==> config.mk <==
export PLATFORM = sky130hd
export DESIGN_NAME = bso_top
export DESIGN_NICKNAME = d
export VERILOG_FILES = /design/src/pkg/bso_pkg.sv /design/src/design/bso_top.sv
export SDC_FILE = /design/constraint.sdc
export NUM_CORES = 1
export LEC_CHECK = 0
export BUFFER_PORTS_ARGS = -buffer_cell sky130_fd_sc_hd__buf_2
export CAP_MARGIN = 20
export CORE_UTILIZATION = 60
export DETAILED_ROUTE_END_ITERATION = 10
export GPL_TIMING_DRIVEN = 1
export PLACE_DENSITY = 0.81
export SYNTH_ARGS = -nofsm -noshare
export SYNTH_HDL_FRONTEND = slang
export SYNTH_SLANG_ARGS = --single-unit
==> constraint.sdc <==
create_clock -name clk_i -period 10.9 [get_ports clk_i]
set_clock_uncertainty 0.2 [all_clocks]
set_input_delay 0.545 -clock clk_i [delete_from_list [all_inputs] [get_ports clk_i]]
set_output_delay 0.545 -clock clk_i [all_outputs]
set_load 0.02 [all_outputs]
==> src/pkg/bso_pkg.sv <==
package bso_pkg;

	// Clock and time base
	localparam int unsigned CLK_PERIOD_NS = 50;
	localparam int unsigned MS_TIME_NS    = 1000000;
	localparam int unsigned MS_CYCLES     = MS_TIME_NS / CLK_PERIOD_NS;
	localparam int unsigned FIELD_GAP_MS  = 100;

	// Register byte offsets
	localparam logic [5:0] REG_SEL      = 6'h00;
	localparam logic [5:0] REG_SPD_THR  = 6'h04;
	localparam logic [5:0] REG_SPD_TIME = 6'h08;
	localparam logic [5:0] REG_OVS_THR  = 6'h0C;
	localparam logic [5:0] REG_FLD_CFG  = 6'h10;
	localparam logic [5:0] REG_LIM1_CFG = 6'h14;
	localparam logic [5:0] REG_LIM2_CFG = 6'h18;
	localparam logic [5:0] REG_CTRL     = 6'h1C;
	localparam logic [5:0] REG_IRQ_MASK = 6'h20;
	localparam logic [5:0] REG_STATUS   = 6'h24;
	localparam logic [5:0] REG_IRQ_STAT = 6'h28;
	localparam int unsigned CFG_WORDS   = 9;

	// Reset values
	localparam logic [31:0] RST_WORD = 32'h0000_0000;

	// Field positions
	localparam int unsigned SEL_CODE_W    = 6;
	localparam int unsigned SEL_STRIDE    = 8;
	localparam int unsigned CTRL_OVS_SUPP = 0;
	localparam int unsigned CTRL_COOL_SUP = 1;
	localparam int unsigned IRQ_OVS       = 0;
	localparam int unsigned IRQ_SPD_ERR   = 1;
	localparam int unsigned IRQ_COOL      = 2;
	localparam int unsigned IRQ_FIELD     = 3;
	localparam int unsigned IRQ_W         = 4;

	// Selection codes
	localparam logic [5:0] CODE_FIRST     = 6'h16;
	localparam logic [5:0] CODE_LAST      = 6'h23;
	localparam int unsigned FUNC_CNT      = 14;

	// Scaled values: 1 LSB = 0.01 percent
	localparam logic [15:0] OVS_HYST      = 16'h0032;
	localparam logic [15:0] WARM_LEVEL    = 16'h01F4;

	typedef enum logic [1:0] {
		FC_OFF = 2'b00,
		FC_POS = 2'b01,
		FC_GAP = 2'b10,
		FC_NEG = 2'b11
	} bso_fc_state_t;

	typedef enum logic [1:0] {
		TQ_NONE = 2'b00,
		TQ_DIR1 = 2'b01,
		TQ_DIR2 = 2'b10
	} bso_tq_dir_t;

	typedef struct packed {
		logic        invert;
		logic [14:0] hyst;
		logic [15:0] thr;
	} bso_lim_cfg_t;

	typedef struct packed {
		logic signed [15:0] speed_setpoint;
		logic signed [15:0] speed_actual_value;
		logic signed [15:0] field_current_actual;
		logic signed [15:0] current_setpoint;
		logic signed [15:0] pos_current_limit;
		logic signed [15:0] neg_current_limit;
		logic        [15:0] junction_rise;
	} bso_meas_t;

	typedef struct packed {
		logic any_alarm;
		logic motor_overtemp_alarm;
		logic motor_temp_binary_alarm;
		logic motor_temp_analog_alarm;
		logic power_section_thermal_alarm;
		logic cooling_cond;
	} bso_alarm_t;

endpackage

==> src/design/bso_top.sv <==
// Functional notes
// - Four outputs, each picks function by code
// - Code 22: low on lasting speed error
// - Code 23: overspeed low, 0.5% hysteresis
// - Overspeed output regardless; fault only unsuppressed
// - Code 24: low while any alarm
// - Status alarm bit inverse of code 24
// - Code 25: low on motor temperature alarms
// - Code 26: low on power thermal alarm
// - Code 27: low on cooling fault, even suppressed
// - Code 28: field current threshold with hysteresis
// - Code 29: high at either current limit
// - Code 30: high energizes positive field contactor
// - Code 31: high energizes negative field contactor
// - Contactors sequenced from reversal or braking requests
// - Code 32: torque direction I versus II
// - Code 33: high when junction rise above 5%
// - Codes 34, 35: two configurable limit monitors
//
// The Avalon-MM slave port and the placing of the registers are this design's own decisions.
module bso_top
	import bso_pkg::*;
#(
	parameter int unsigned MS_CNT = MS_CYCLES
) (
	// Clock and reset
	input  wire logic              clk_i,
	input  wire logic              rst_n_i,
	// Avalon-MM slave
	input  wire logic [5:0]        avs_address_i,
	input  wire logic              avs_read_i,
	input  wire logic              avs_write_i,
	input  wire logic [31:0]       avs_writedata_i,
	input  wire logic [3:0]        avs_byteenable_i,
	output logic      [31:0]       avs_readdata_o,
	output logic                   avs_waitrequest_o,
	// Monitored quantities
	input  wire bso_meas_t         meas_i,
	input  wire bso_alarm_t        alarm_i,
	input  wire bso_tq_dir_t       torque_dir_sel_i,
	input  wire logic              torque_ready_dir1_i,
	input  wire logic signed [15:0] limit_src1_i,
	input  wire logic signed [15:0] limit_src2_i,
	// Field reversal control
	input  wire logic              field_enable_i,
	input  wire logic              reverse_by_field_request_i,
	input  wire logic              brake_by_field_request_i,
	// Terminals and status
	output logic      [3:0]        select_out_o,
	output logic                   field_contactor_pos_out_o,
	output logic                   field_contactor_neg_out_o,
	output logic                   overspeed_fault_o,
	output logic                   cooling_fault_o,
	output logic                   status_word_alarm_bit_o,
	output logic                   irq_o
);

	function automatic logic [31:0] be_merge(input logic [31:0] old_v,
		input logic [31:0] new_v, input logic [3:0] be);
		logic [31:0] res;
		res = old_v;
		for (int b = 0; b < 4; b++) begin
			if (be[b]) begin
				res[b*8 +: 8] = new_v[b*8 +: 8];
			end
		end
		return res;
	endfunction

	function automatic logic pick_func(input logic [5:0] code,
		input logic [FUNC_CNT-1:0] funcs);
		logic [5:0] idx;
		idx = code - CODE_FIRST;
		if (code < CODE_FIRST || code > CODE_LAST) begin
			return 1'b0;
		end
		return funcs[idx[3:0]];
	endfunction

	function automatic logic signed [16:0] sx(input logic signed [15:0] v);
		return {v[15], v};
	endfunction

	// Bus handshake: one wait cycle, then the answer
	logic              wait_ff;
	logic              nxt_wait;
	logic [31:0]       rdata_ff;
	logic [31:0]       nxt_rdata;
	logic              req;
	logic              wr_hit;

	assign req      = avs_read_i | avs_write_i;
	assign nxt_wait = ~(req & wait_ff);
	assign wr_hit   = avs_write_i & ~wait_ff;

	// Configuration words
	logic [31:0]       cfg_ff [CFG_WORDS];
	logic [5:0]        cfg_addr [CFG_WORDS];

	assign cfg_addr[0] = REG_SEL;
	assign cfg_addr[1] = REG_SPD_THR;
	assign cfg_addr[2] = REG_SPD_TIME;
	assign cfg_addr[3] = REG_OVS_THR;
	assign cfg_addr[4] = REG_FLD_CFG;
	assign cfg_addr[5] = REG_LIM1_CFG;
	assign cfg_addr[6] = REG_LIM2_CFG;
	assign cfg_addr[7] = REG_CTRL;
	assign cfg_addr[8] = REG_IRQ_MASK;

	for (genvar g = 0; g < CFG_WORDS; g++) begin : g_cfg
		wire logic we = wr_hit & (avs_address_i == cfg_addr[g]);
		always_ff @(posedge clk_i or negedge rst_n_i) begin
			if (!rst_n_i) begin
				cfg_ff[g] <= RST_WORD;
			end else if (we) begin
				cfg_ff[g] <= be_merge(cfg_ff[g], avs_writedata_i, avs_byteenable_i);
			end
		end
	end

	wire logic [31:0]  sel_word    = cfg_ff[0];
	wire logic [15:0]  spd_err_thr = cfg_ff[1][15:0];
	wire logic [15:0]  spd_err_time = cfg_ff[2][15:0];
	wire logic signed [15:0] ovs_thr = cfg_ff[3][15:0];
	wire logic signed [15:0] fld_thr = cfg_ff[4][15:0];
	wire logic [15:0]  fld_hyst    = cfg_ff[4][31:16];
	wire bso_lim_cfg_t lim_cfg [2];
	wire logic         ovs_supp    = cfg_ff[7][CTRL_OVS_SUPP];
	wire logic         cool_supp   = cfg_ff[7][CTRL_COOL_SUP];
	wire logic [IRQ_W-1:0] irq_mask = cfg_ff[8][IRQ_W-1:0];

	assign lim_cfg[0] = bso_lim_cfg_t'(cfg_ff[5]);
	assign lim_cfg[1] = bso_lim_cfg_t'(cfg_ff[6]);

	// Millisecond time base
	logic [15:0]       ms_cnt_ff;
	logic              ms_tick;

	assign ms_tick = (ms_cnt_ff == 16'(MS_CNT - 1));

	// Speed error timer
	logic signed [16:0] spd_diff;
	logic [16:0]        spd_abs;
	logic               spd_over;
	logic [15:0]        err_ms_ff;
	logic [15:0]        nxt_err_ms;
	logic               spd_ok;

	assign spd_diff = sx(meas_i.speed_setpoint) - sx(meas_i.speed_actual_value);
	assign spd_abs  = spd_diff[16] ? 17'(-spd_diff) : 17'(spd_diff);
	assign spd_over = spd_abs > {1'b0, spd_err_thr};
	// Saturating count keeps a long deviation from wrapping back to "reached"
	assign nxt_err_ms = !spd_over ? 16'h0000 :
		(ms_tick && err_ms_ff != 16'hFFFF) ? err_ms_ff + 16'h0001 : err_ms_ff;
	assign spd_ok = ~(spd_over && err_ms_ff > spd_err_time);

	// Overspeed with hysteresis
	logic               ovs_ff;
	logic               nxt_ovs;
	logic signed [16:0] ovs_upper;

	assign ovs_upper = $signed(17'(sx(ovs_thr)) + 17'({1'b0, OVS_HYST}));
	assign nxt_ovs = (sx(meas_i.speed_actual_value) > ovs_upper) ? 1'b1 :
		(sx(meas_i.speed_actual_value) < sx(ovs_thr)) ? 1'b0 : ovs_ff;

	// Field current with hysteresis
	logic               fld_ff;
	logic               nxt_fld;
	logic signed [16:0] fld_upper;

	assign fld_upper = $signed(17'(sx(fld_thr)) + 17'({1'b0, fld_hyst}));
	assign nxt_fld = (sx(meas_i.field_current_actual) > fld_upper) ? 1'b1 :
		(sx(meas_i.field_current_actual) < sx(fld_thr)) ? 1'b0 : fld_ff;

	// Free limit monitors
	logic [1:0]         lim_ff;
	logic [1:0]         nxt_lim;
	logic signed [15:0] lim_src [2];

	assign lim_src[0] = limit_src1_i;
	assign lim_src[1] = limit_src2_i;

	for (genvar m = 0; m < 2; m++) begin : g_lim
		wire logic signed [16:0] upper =
			$signed(17'(sx(lim_cfg[m].thr)) + 17'({2'b00, lim_cfg[m].hyst}));
		assign nxt_lim[m] = (sx(lim_src[m]) > upper) ? 1'b1 :
			(sx(lim_src[m]) < sx(lim_cfg[m].thr)) ? 1'b0 : lim_ff[m];
	end

	// Field contactor sequencing
	bso_fc_state_t      fc_ff;
	bso_fc_state_t      nxt_fc;
	logic               fc_to_neg_ff;
	logic               nxt_fc_to_neg;
	logic [15:0]        gap_ms_ff;
	logic               rev_req_d_ff;
	logic               brk_req_d_ff;
	logic               reversal;
	logic               gap_done;

	assign reversal = (reverse_by_field_request_i & ~rev_req_d_ff) |
		(brake_by_field_request_i & ~brk_req_d_ff);
	assign gap_done = (gap_ms_ff == 16'(FIELD_GAP_MS)) && ms_tick;

	// Break-before-make: both contactors open during the gap
	always_comb begin
		nxt_fc        = fc_ff;
		nxt_fc_to_neg = fc_to_neg_ff;
		if (!field_enable_i) begin
			nxt_fc = FC_OFF;
		end else begin
			unique case (fc_ff)
				FC_OFF: begin
					nxt_fc        = FC_POS;
					nxt_fc_to_neg = 1'b0;
				end
				FC_POS: begin
					if (reversal) begin
						nxt_fc        = FC_GAP;
						nxt_fc_to_neg = 1'b1;
					end
				end
				FC_NEG: begin
					if (reversal) begin
						nxt_fc        = FC_GAP;
						nxt_fc_to_neg = 1'b0;
					end
				end
				FC_GAP: begin
					if (gap_done) begin
						nxt_fc = fc_to_neg_ff ? FC_NEG : FC_POS;
					end
				end
			endcase
		end
	end

	// Function vector, index = code - 22
	logic [FUNC_CNT-1:0] funcs;
	logic                alarm_lvl;
	logic                tq_lvl;
	logic                lim_hit;

	assign alarm_lvl = ~alarm_i.any_alarm;
	assign lim_hit = (meas_i.current_setpoint >= meas_i.pos_current_limit) ||
		(meas_i.current_setpoint <= meas_i.neg_current_limit);
	assign tq_lvl = (torque_dir_sel_i == TQ_DIR1) ||
		(torque_dir_sel_i != TQ_DIR2 && torque_ready_dir1_i);

	assign funcs[0]  = spd_ok;
	assign funcs[1]  = ~ovs_ff;
	assign funcs[2]  = alarm_lvl;
	assign funcs[3]  = ~(alarm_i.motor_overtemp_alarm | alarm_i.motor_temp_binary_alarm |
		alarm_i.motor_temp_analog_alarm);
	assign funcs[4]  = ~alarm_i.power_section_thermal_alarm;
	assign funcs[5]  = ~alarm_i.cooling_cond;
	assign funcs[6]  = fld_ff;
	assign funcs[7]  = lim_hit;
	assign funcs[8]  = (fc_ff == FC_POS);
	assign funcs[9]  = (fc_ff == FC_NEG);
	assign funcs[10] = tq_lvl;
	assign funcs[11] = meas_i.junction_rise > WARM_LEVEL;
	assign funcs[12] = lim_ff[0] ^ lim_cfg[0].invert;
	assign funcs[13] = lim_ff[1] ^ lim_cfg[1].invert;

	logic [3:0]          nxt_sel_out;

	for (genvar o = 0; o < 4; o++) begin : g_out
		assign nxt_sel_out[o] =
			pick_func(sel_word[o*SEL_STRIDE +: SEL_CODE_W], funcs);
	end

	// Interrupt events
	logic [IRQ_W-1:0]    irq_stat_ff;
	logic [IRQ_W-1:0]    nxt_irq_stat;
	logic [IRQ_W-1:0]    irq_evt;
	logic [IRQ_W-1:0]    irq_clr;
	logic                cool_d_ff;
	logic                spd_ok_d_ff;

	assign irq_evt[IRQ_OVS]     = nxt_ovs & ~ovs_ff;
	assign irq_evt[IRQ_SPD_ERR] = ~spd_ok & spd_ok_d_ff;
	assign irq_evt[IRQ_COOL]    = alarm_i.cooling_cond & ~cool_d_ff;
	assign irq_evt[IRQ_FIELD]   = (fc_ff == FC_GAP) & gap_done;
	assign irq_clr = (wr_hit && avs_address_i == REG_IRQ_STAT) ?
		avs_writedata_i[IRQ_W-1:0] & {IRQ_W{avs_byteenable_i[0]}} : '0;
	// A new event in the clearing cycle survives the clear
	assign nxt_irq_stat = (irq_stat_ff & ~irq_clr) | irq_evt;

	// Read mux
	logic [31:0]         status_word;
	logic                cfg_hit;
	logic [31:0]         cfg_rd;

	assign status_word = {20'h00000, fc_ff, cooling_fault_o, overspeed_fault_o,
		status_word_alarm_bit_o, lim_ff, fld_ff, select_out_o};

	always_comb begin
		cfg_hit = 1'b0;
		cfg_rd  = 32'h0000_0000;
		for (int i = 0; i < CFG_WORDS; i++) begin
			if (avs_address_i == cfg_addr[i]) begin
				cfg_hit = 1'b1;
				cfg_rd  = cfg_ff[i];
			end
		end
	end

	// Unmapped addresses read as zero
	assign nxt_rdata = (!(avs_read_i & wait_ff)) ? rdata_ff :
		cfg_hit ? cfg_rd :
		(avs_address_i == REG_STATUS) ? status_word :
		(avs_address_i == REG_IRQ_STAT) ? {28'h0000000, irq_stat_ff} :
		32'h0000_0000;

	// State registers
	always_ff @(posedge clk_i or negedge rst_n_i) begin
		if (!rst_n_i) begin
			wait_ff      <= 1'b1;
			rdata_ff     <= 32'h0000_0000;
			ms_cnt_ff    <= 16'h0000;
			err_ms_ff    <= 16'h0000;
			ovs_ff       <= 1'b0;
			fld_ff       <= 1'b0;
			lim_ff       <= 2'b00;
			fc_ff        <= FC_OFF;
			fc_to_neg_ff <= 1'b0;
			gap_ms_ff    <= 16'h0000;
			rev_req_d_ff <= 1'b0;
			brk_req_d_ff <= 1'b0;
			irq_stat_ff  <= '0;
			cool_d_ff    <= 1'b0;
			spd_ok_d_ff  <= 1'b1;
		end else begin
			wait_ff      <= nxt_wait;
			rdata_ff     <= nxt_rdata;
			ms_cnt_ff    <= ms_tick ? 16'h0000 : ms_cnt_ff + 16'h0001;
			err_ms_ff    <= nxt_err_ms;
			ovs_ff       <= nxt_ovs;
			fld_ff       <= nxt_fld;
			lim_ff       <= nxt_lim;
			fc_ff        <= nxt_fc;
			fc_to_neg_ff <= nxt_fc_to_neg;
			gap_ms_ff    <= (nxt_fc != FC_GAP || fc_ff != FC_GAP) ? 16'h0000 :
				ms_tick ? gap_ms_ff + 16'h0001 : gap_ms_ff;
			rev_req_d_ff <= reverse_by_field_request_i;
			brk_req_d_ff <= brake_by_field_request_i;
			irq_stat_ff  <= nxt_irq_stat;
			cool_d_ff    <= alarm_i.cooling_cond;
			spd_ok_d_ff  <= spd_ok;
		end
	end

	// Registered outputs
	always_ff @(posedge clk_i or negedge rst_n_i) begin
		if (!rst_n_i) begin
			select_out_o              <= 4'h0;
			field_contactor_pos_out_o <= 1'b0;
			field_contactor_neg_out_o <= 1'b0;
			overspeed_fault_o         <= 1'b0;
			cooling_fault_o           <= 1'b0;
			status_word_alarm_bit_o   <= 1'b0;
			irq_o                     <= 1'b0;
		end else begin
			select_out_o              <= nxt_sel_out;
			field_contactor_pos_out_o <= (nxt_fc == FC_POS);
			field_contactor_neg_out_o <= (nxt_fc == FC_NEG);
			overspeed_fault_o         <= nxt_ovs & ~ovs_supp;
			cooling_fault_o           <= alarm_i.cooling_cond & ~cool_supp;
			status_word_alarm_bit_o   <= ~alarm_lvl;
			irq_o                     <= |(nxt_irq_stat & irq_mask);
		end
	end

	assign avs_readdata_o    = rdata_ff;
	assign avs_waitrequest_o = wait_ff;

endmodule

Word level (Yosys, flattened, before mapping)
Cells that the tools add are included.

word-level totals
  register bits = 394
  input bits = 202
  output and inout bits = 43

operators by class
  add/sub/neg operators = 13
  order comparisons = 25
  equal/unequal tests = 25
  multiplexer cells = 64
  bitwise operators = 44
  reductions and logical operators = 58

operators with widths
  cell                     count
  $mux W32                 10
  $mux W16                 5
  $reduce_and A2 Y1        36
  $gt A16 B17 Y1           4
  $lt A16 B16 Y1           4
  $add A16 B1 Y16 const B  3
  $mux W1                  35
  $add A16 B16 Y17         2
  $eq A6 B5 Y1 const B     4
  $gt A6 B6 Y1 const B     4
  $lt A6 B5 Y1 const B     4
  $and A1 B1 Y1            20
  $lt A4 B5 Y1 const B     4
  $eq A6 B6 Y1 const B     3
  $add A16 B7 Y17 const B  1
  $add A17 B16 Y17         1
  $gt A17 B16 Y1           1
  $mux W17                 1
  $neg A17 Y17             1
  $sub A16 B16 Y17         1
  $bmux W1 S4              4
  $eq A16 B15 Y1 const B   1
  $eq A16 B7 Y1 const B    1
  $ge A16 B16 Y1           1
  31 further kinds         78

Depth between registers and ports, before layout
  depth after elaboration = 11
  depth in mapped cells = 23
  gate-level depth less buffers = 22

Least setup slack after synthesis
Ideal clock, no wire load.

  path kind = input -> register
  start = in meas_i[84] (netlist bit)
  end = reg irq_o
  library setup time = 0.101 ns
  arrival = 4.581 ns
  data required time = 10.599 ns
  slack = 6.018 ns
  stages = 21
  cells stage by stage = inv_1 -> ha_1 -> a21o_1 -> or3_1 -> o211ai_1 -> a31oi_1 -> o21a_1 -> o31ai_4 -> clkbuf_1 -> o31ai_1 -> xor2_1 -> ha_1 -> nand4_1 -> nor3_1 -> nand2_1 -> a21oi_1 -> a2111oi_0 -> a21oi_1 -> o21ba_1 -> buf_6 -> o311ai_2

on the way
  cells in the longest elaborated chain, start to end = 9

RTL lines
  element               RTL line        text
  start, declared       bso_top.sv:38   input wire bso_meas_t meas_i,
  $sub A16 B16 Y17      bso_top.sv:149  assign spd_diff = sx(meas_i.speed_setpoint) - sx(meas_i.speed_actual_value);
  $neg A17 Y17          bso_top.sv:150  assign spd_abs = spd_diff[16] ? 17'(-spd_diff) : 17'(spd_diff);
  $mux W17              bso_top.sv:150
  $gt A17 B16 Y1        bso_top.sv:151  assign spd_over = spd_abs > {1'b0, spd_err_thr};
  $logic_and A1 B1 Y1   bso_top.sv:155  assign spd_ok = ~(spd_over && err_ms_ff > spd_err_time);
  $and A1 B1 Y1         bso_top.sv:282  assign irq_evt[IRQ_SPD_ERR] = ~spd_ok & spd_ok_d_ff;
  $or A4 B4 Y4 *        bso_top.sv:288  assign nxt_irq_stat = (irq_stat_ff & ~irq_clr) | irq_evt;
  $and A4 B4 Y4 *       bso_top.sv:371  irq_o <= |(nxt_irq_stat & irq_mask);
  $reduce_or A4 Y1 *    bso_top.sv:371
  end signal, assigned  bso_top.sv:371
  end, declared         bso_top.sv:55   output logic irq_o

Mark *: on every way between the ends. The rest lies on a longest branch, timed or not.
A chain may end at the register's enable or synchronous reset.

Worst setup path in the final report
Ends and elaborated chain as after synthesis.

==> out/results.txt <==
Status - complete, no violations
Type of origin of the critical path - primary input
Num CTS Buffers - 43
CP Max Fanout - 19
Final setup viols - 0
Max Fclk - 182 MHz
Reg2Reg Setup Slack - 6.39 ns
Clk buf depth - 3
P&R area growth vs syn - 12.5%
Unrepaired setup endpoints after global routing - false
DR WL/cell - 23.5 um
Initial Util - 0.613
Most frequent cell after synthesis - dfrtp_1
Synth area leader - dfrtp_1
Hold_buf cts - 6
Final setup TNS - 0 ns
Resize count post-CTS - 0
Slew HR - 0.206
Placed cell count - 3,312
Clk_lat worst skew - 0.57 ns
Clock share of power - 0.369
Logic pwr share - 0.201
Syn nets - 3,059
DR vias/cell - 6.49
Fin util - 0.690
Top post-synthesis cells by area - dfrtp_1, ha_1, mux2_2
GR Util met1 - 0.459
Worst EP required - 11.17 ns
Pint - 2620 uW
Endpoints failing hold - 0
Drt initial violations - 2,271
Routed wire length - 79,900 um
Pwr dens - 130 nW/um^2
Placement Cell Area - 27,700 um^2
Clk root buf - clkbuf_16
Total gr overflow - 0
Post-CTS setup buffers - 0
Worst R2R Start - cfg_ff[96]
Peak VDD IR - 0.119 mV
Pin count of the biggest net entering global routing - 110
Max Cap Violations - 0
Mean Syn Cell Area - 10.0 um^2
Die W - 210 um
Share of cells above drive strength 1 - 0.230
HP Class - primary input to flip-flop
GR met3 Demand/Resource - 0.0612
Vias in the first global route - 22,089
Post-DP HPWL - 61,000 um
Crit end category - flip-flop
I/O pin count - 245
NetSw - 1160 uW
CTS HTree Levels - 2
Row count - 75
Crit share post-route - 0.503
Post-synthesis cell area - 25,900 um^2
Unique masters post-synth - 87
Met2 Usage GRT - 0.593
LEAKAGE - 0.0143 uW
Ys async rst share - 1.00
CTS tree - built
Mapped Cells - 2,589
Net Sw Frac - 0.307
Antenna-violating nets left - 0
Worst hold path endpoint - avs_waitrequest_o
Iteration count of the initial detailed-routing pass - 6
HP Start - avs_read_i
CP Cell Sequence - buf_2, inv_1, ha_1, a21o_1, or3_1, o211ai_1, a31oi_1, o21a_1, o31ai_4, inv_1, or2_2, xnor2_1, ha_1, nand4_1, nor3_1, nand2_1, a21oi_1, a2111oi_0, a21oi_1, o21ba_1, buf_4, o311ai_2
Synth warnings - 0
Reg2reg path depth - 18
Top cells by count, synth - dfrtp_1, mux2_2, ha_1
Worst hold stages - 2
Power, Total - 3780 uW
Die ar. - 44,000 um^2
Flop pwr share - 0.430
First-pass GRT wire length - 124,000 um
Synth Flop Type - dfrtp_1
Sequential area share after synthesis - 0.381
Grt peak-use layer - met2
Design Area, Final - 29,200 um^2
Crit path DAT - 5.75 ns
Post-synth top area share - 0.379
Nets - 3,298
CORE AREA - 42,200 um^2
Fill cells - 3,165
Minimum clock period - 5.49 ns
Port bufs - 244
Initial antenna violation count - 6
DR DRC count - 0
Setup CP Type - primary input to flip-flop
Critical path's slowest cell - o31ai_4
Die H - 210 um
GRT Total Usage - 0.366
Fin. max-slew vios - 0
Post-synth EDFFs - 0
Clk slew on worst S/H paths - 0.06 ns
CTS Sinks - 394
Post-Layout Cell Count - 3,405
Placer Congestion - 0.952
Synth Register Bits - 394
DR vias - 22,111
Reg2reg end - lim_ff[0]
Crit-path max cell delay - 0.54 ns
Tightest Pin Transition - 1.19 ns
[per-layer routing]
metal | routed length (um) | vias to the layer above
met1 | 30700 | 10800
met2 | 37100 | 1101
li1 | - | 9945
met5 | 23 | -
met4 | 5460 | 4
met3 | 6640 | 261
[worst max-delay path by stage]
| stage | endpoint | slack (ns) | from | depth (start not counted) |
|---|---|---|---|---|
| finish | irq_o | 5.41 | meas_i[84] | 22 |
| global route | irq_o | 4.98 | meas_i[84] | 22 |
| floorplan | irq_o | 6.02 | meas_i[84] | 21 |
| global placement | irq_o | 5.01 | meas_i[84] | 22 |
| CTS | irq_o | 5.44 | meas_i[84] | 22 |
| detailed placement | irq_o | 4.88 | meas_i[84] | 22 |
[worst max-delay path: cells and delay by family]
family / cells / cell delay, ns
compound gates: 10 / 2.71
simple gates: 5 / 1.13
fa+ha+maj: 2 / 0.64
buf+inv: 4 / 0.59
xor+xnor: 1 / 0.13
[cell type report]
type / instances / area [um^2] / area share
diodes: 3 / 7.51 / 0.000257
clock buffers: 66 / 1200 / 0.0412
clock inverters: 14 / 119 / 0.00408
inverters: 193 / 724 / 0.0248
multi-input cells: 1923 / 15000 / 0.516
flip-flops and latches: 394 / 9860 / 0.338
well taps: 539 / 674 / 0.0231
repair buffers: 273 / 1530 / 0.0524
[kinds of logic after synthesis]
family,after synthesis,share of synthesized area
compound gates,601,0.156
mux,289,0.127
fa+ha+maj,269,0.131
buf+inv,272,0.0404
simple gates,640,0.122
xor+xnor,124,0.0419
flops,394,0.381
[stage by stage]
step | hold WS, ns | setup WS (ns)
3_3_place_gp | 0.236 | 5.01
2_1_floorplan | 0.0494 | 6.02
6_report | 0.0392 | 5.41
3_5_place_dp | 0.238 | 4.88
4_1_cts | 0.0296 | 5.44
5_1_grt | 0.0653 | 4.98
[state kept, by name (all words and copies together) (netlist names), 2 cells and up]
register	flops
fc_ff	2
avs_readdata_o	32
select_out_o	4
lim_ff	2
cfg_ff	256
sel_word	32
ms_cnt_ff	16
irq_stat_ff	4
err_ms_ff	16
gap_ms_ff	16
[power by group through the flow]
stage	Clock, uW	Sequential (uW)	Combinational, uW
3_3_place_gp	0	1640	712
2_1_floorplan	0	1610	496
3_5_place_dp	0	1650	741
5_1_grt	1460	1630	842
4_1_cts	1390	1620	748
6_report	1390	1630	758
[cell usage in the layout, fill, tap and decap left out, drive strengths merged, types with 11 or more instances in the layout]
master	synthesis	layout
mux2	274	274
or3	20	20
a221oi	24	24
xnor2	76	76
and3	28	28
nand4	36	36
nand2	189	189
a211oi	22	22
o21a	15	15
nor2	155	155
a21oi	145	145
and2	11	11
a41oi	14	14
inv	193	198
nand2b	28	28
clkbuf	74	66
a22oi	77	77
nor2b	29	29
a31oi	30	30
nor3	40	40
nand3	68	68
buf	5	267
o21ai	114	114
ha	264	264
xor2	48	48
dfrtp	392	392
a21o	54	54
Power figures use the tool's default switching activity.
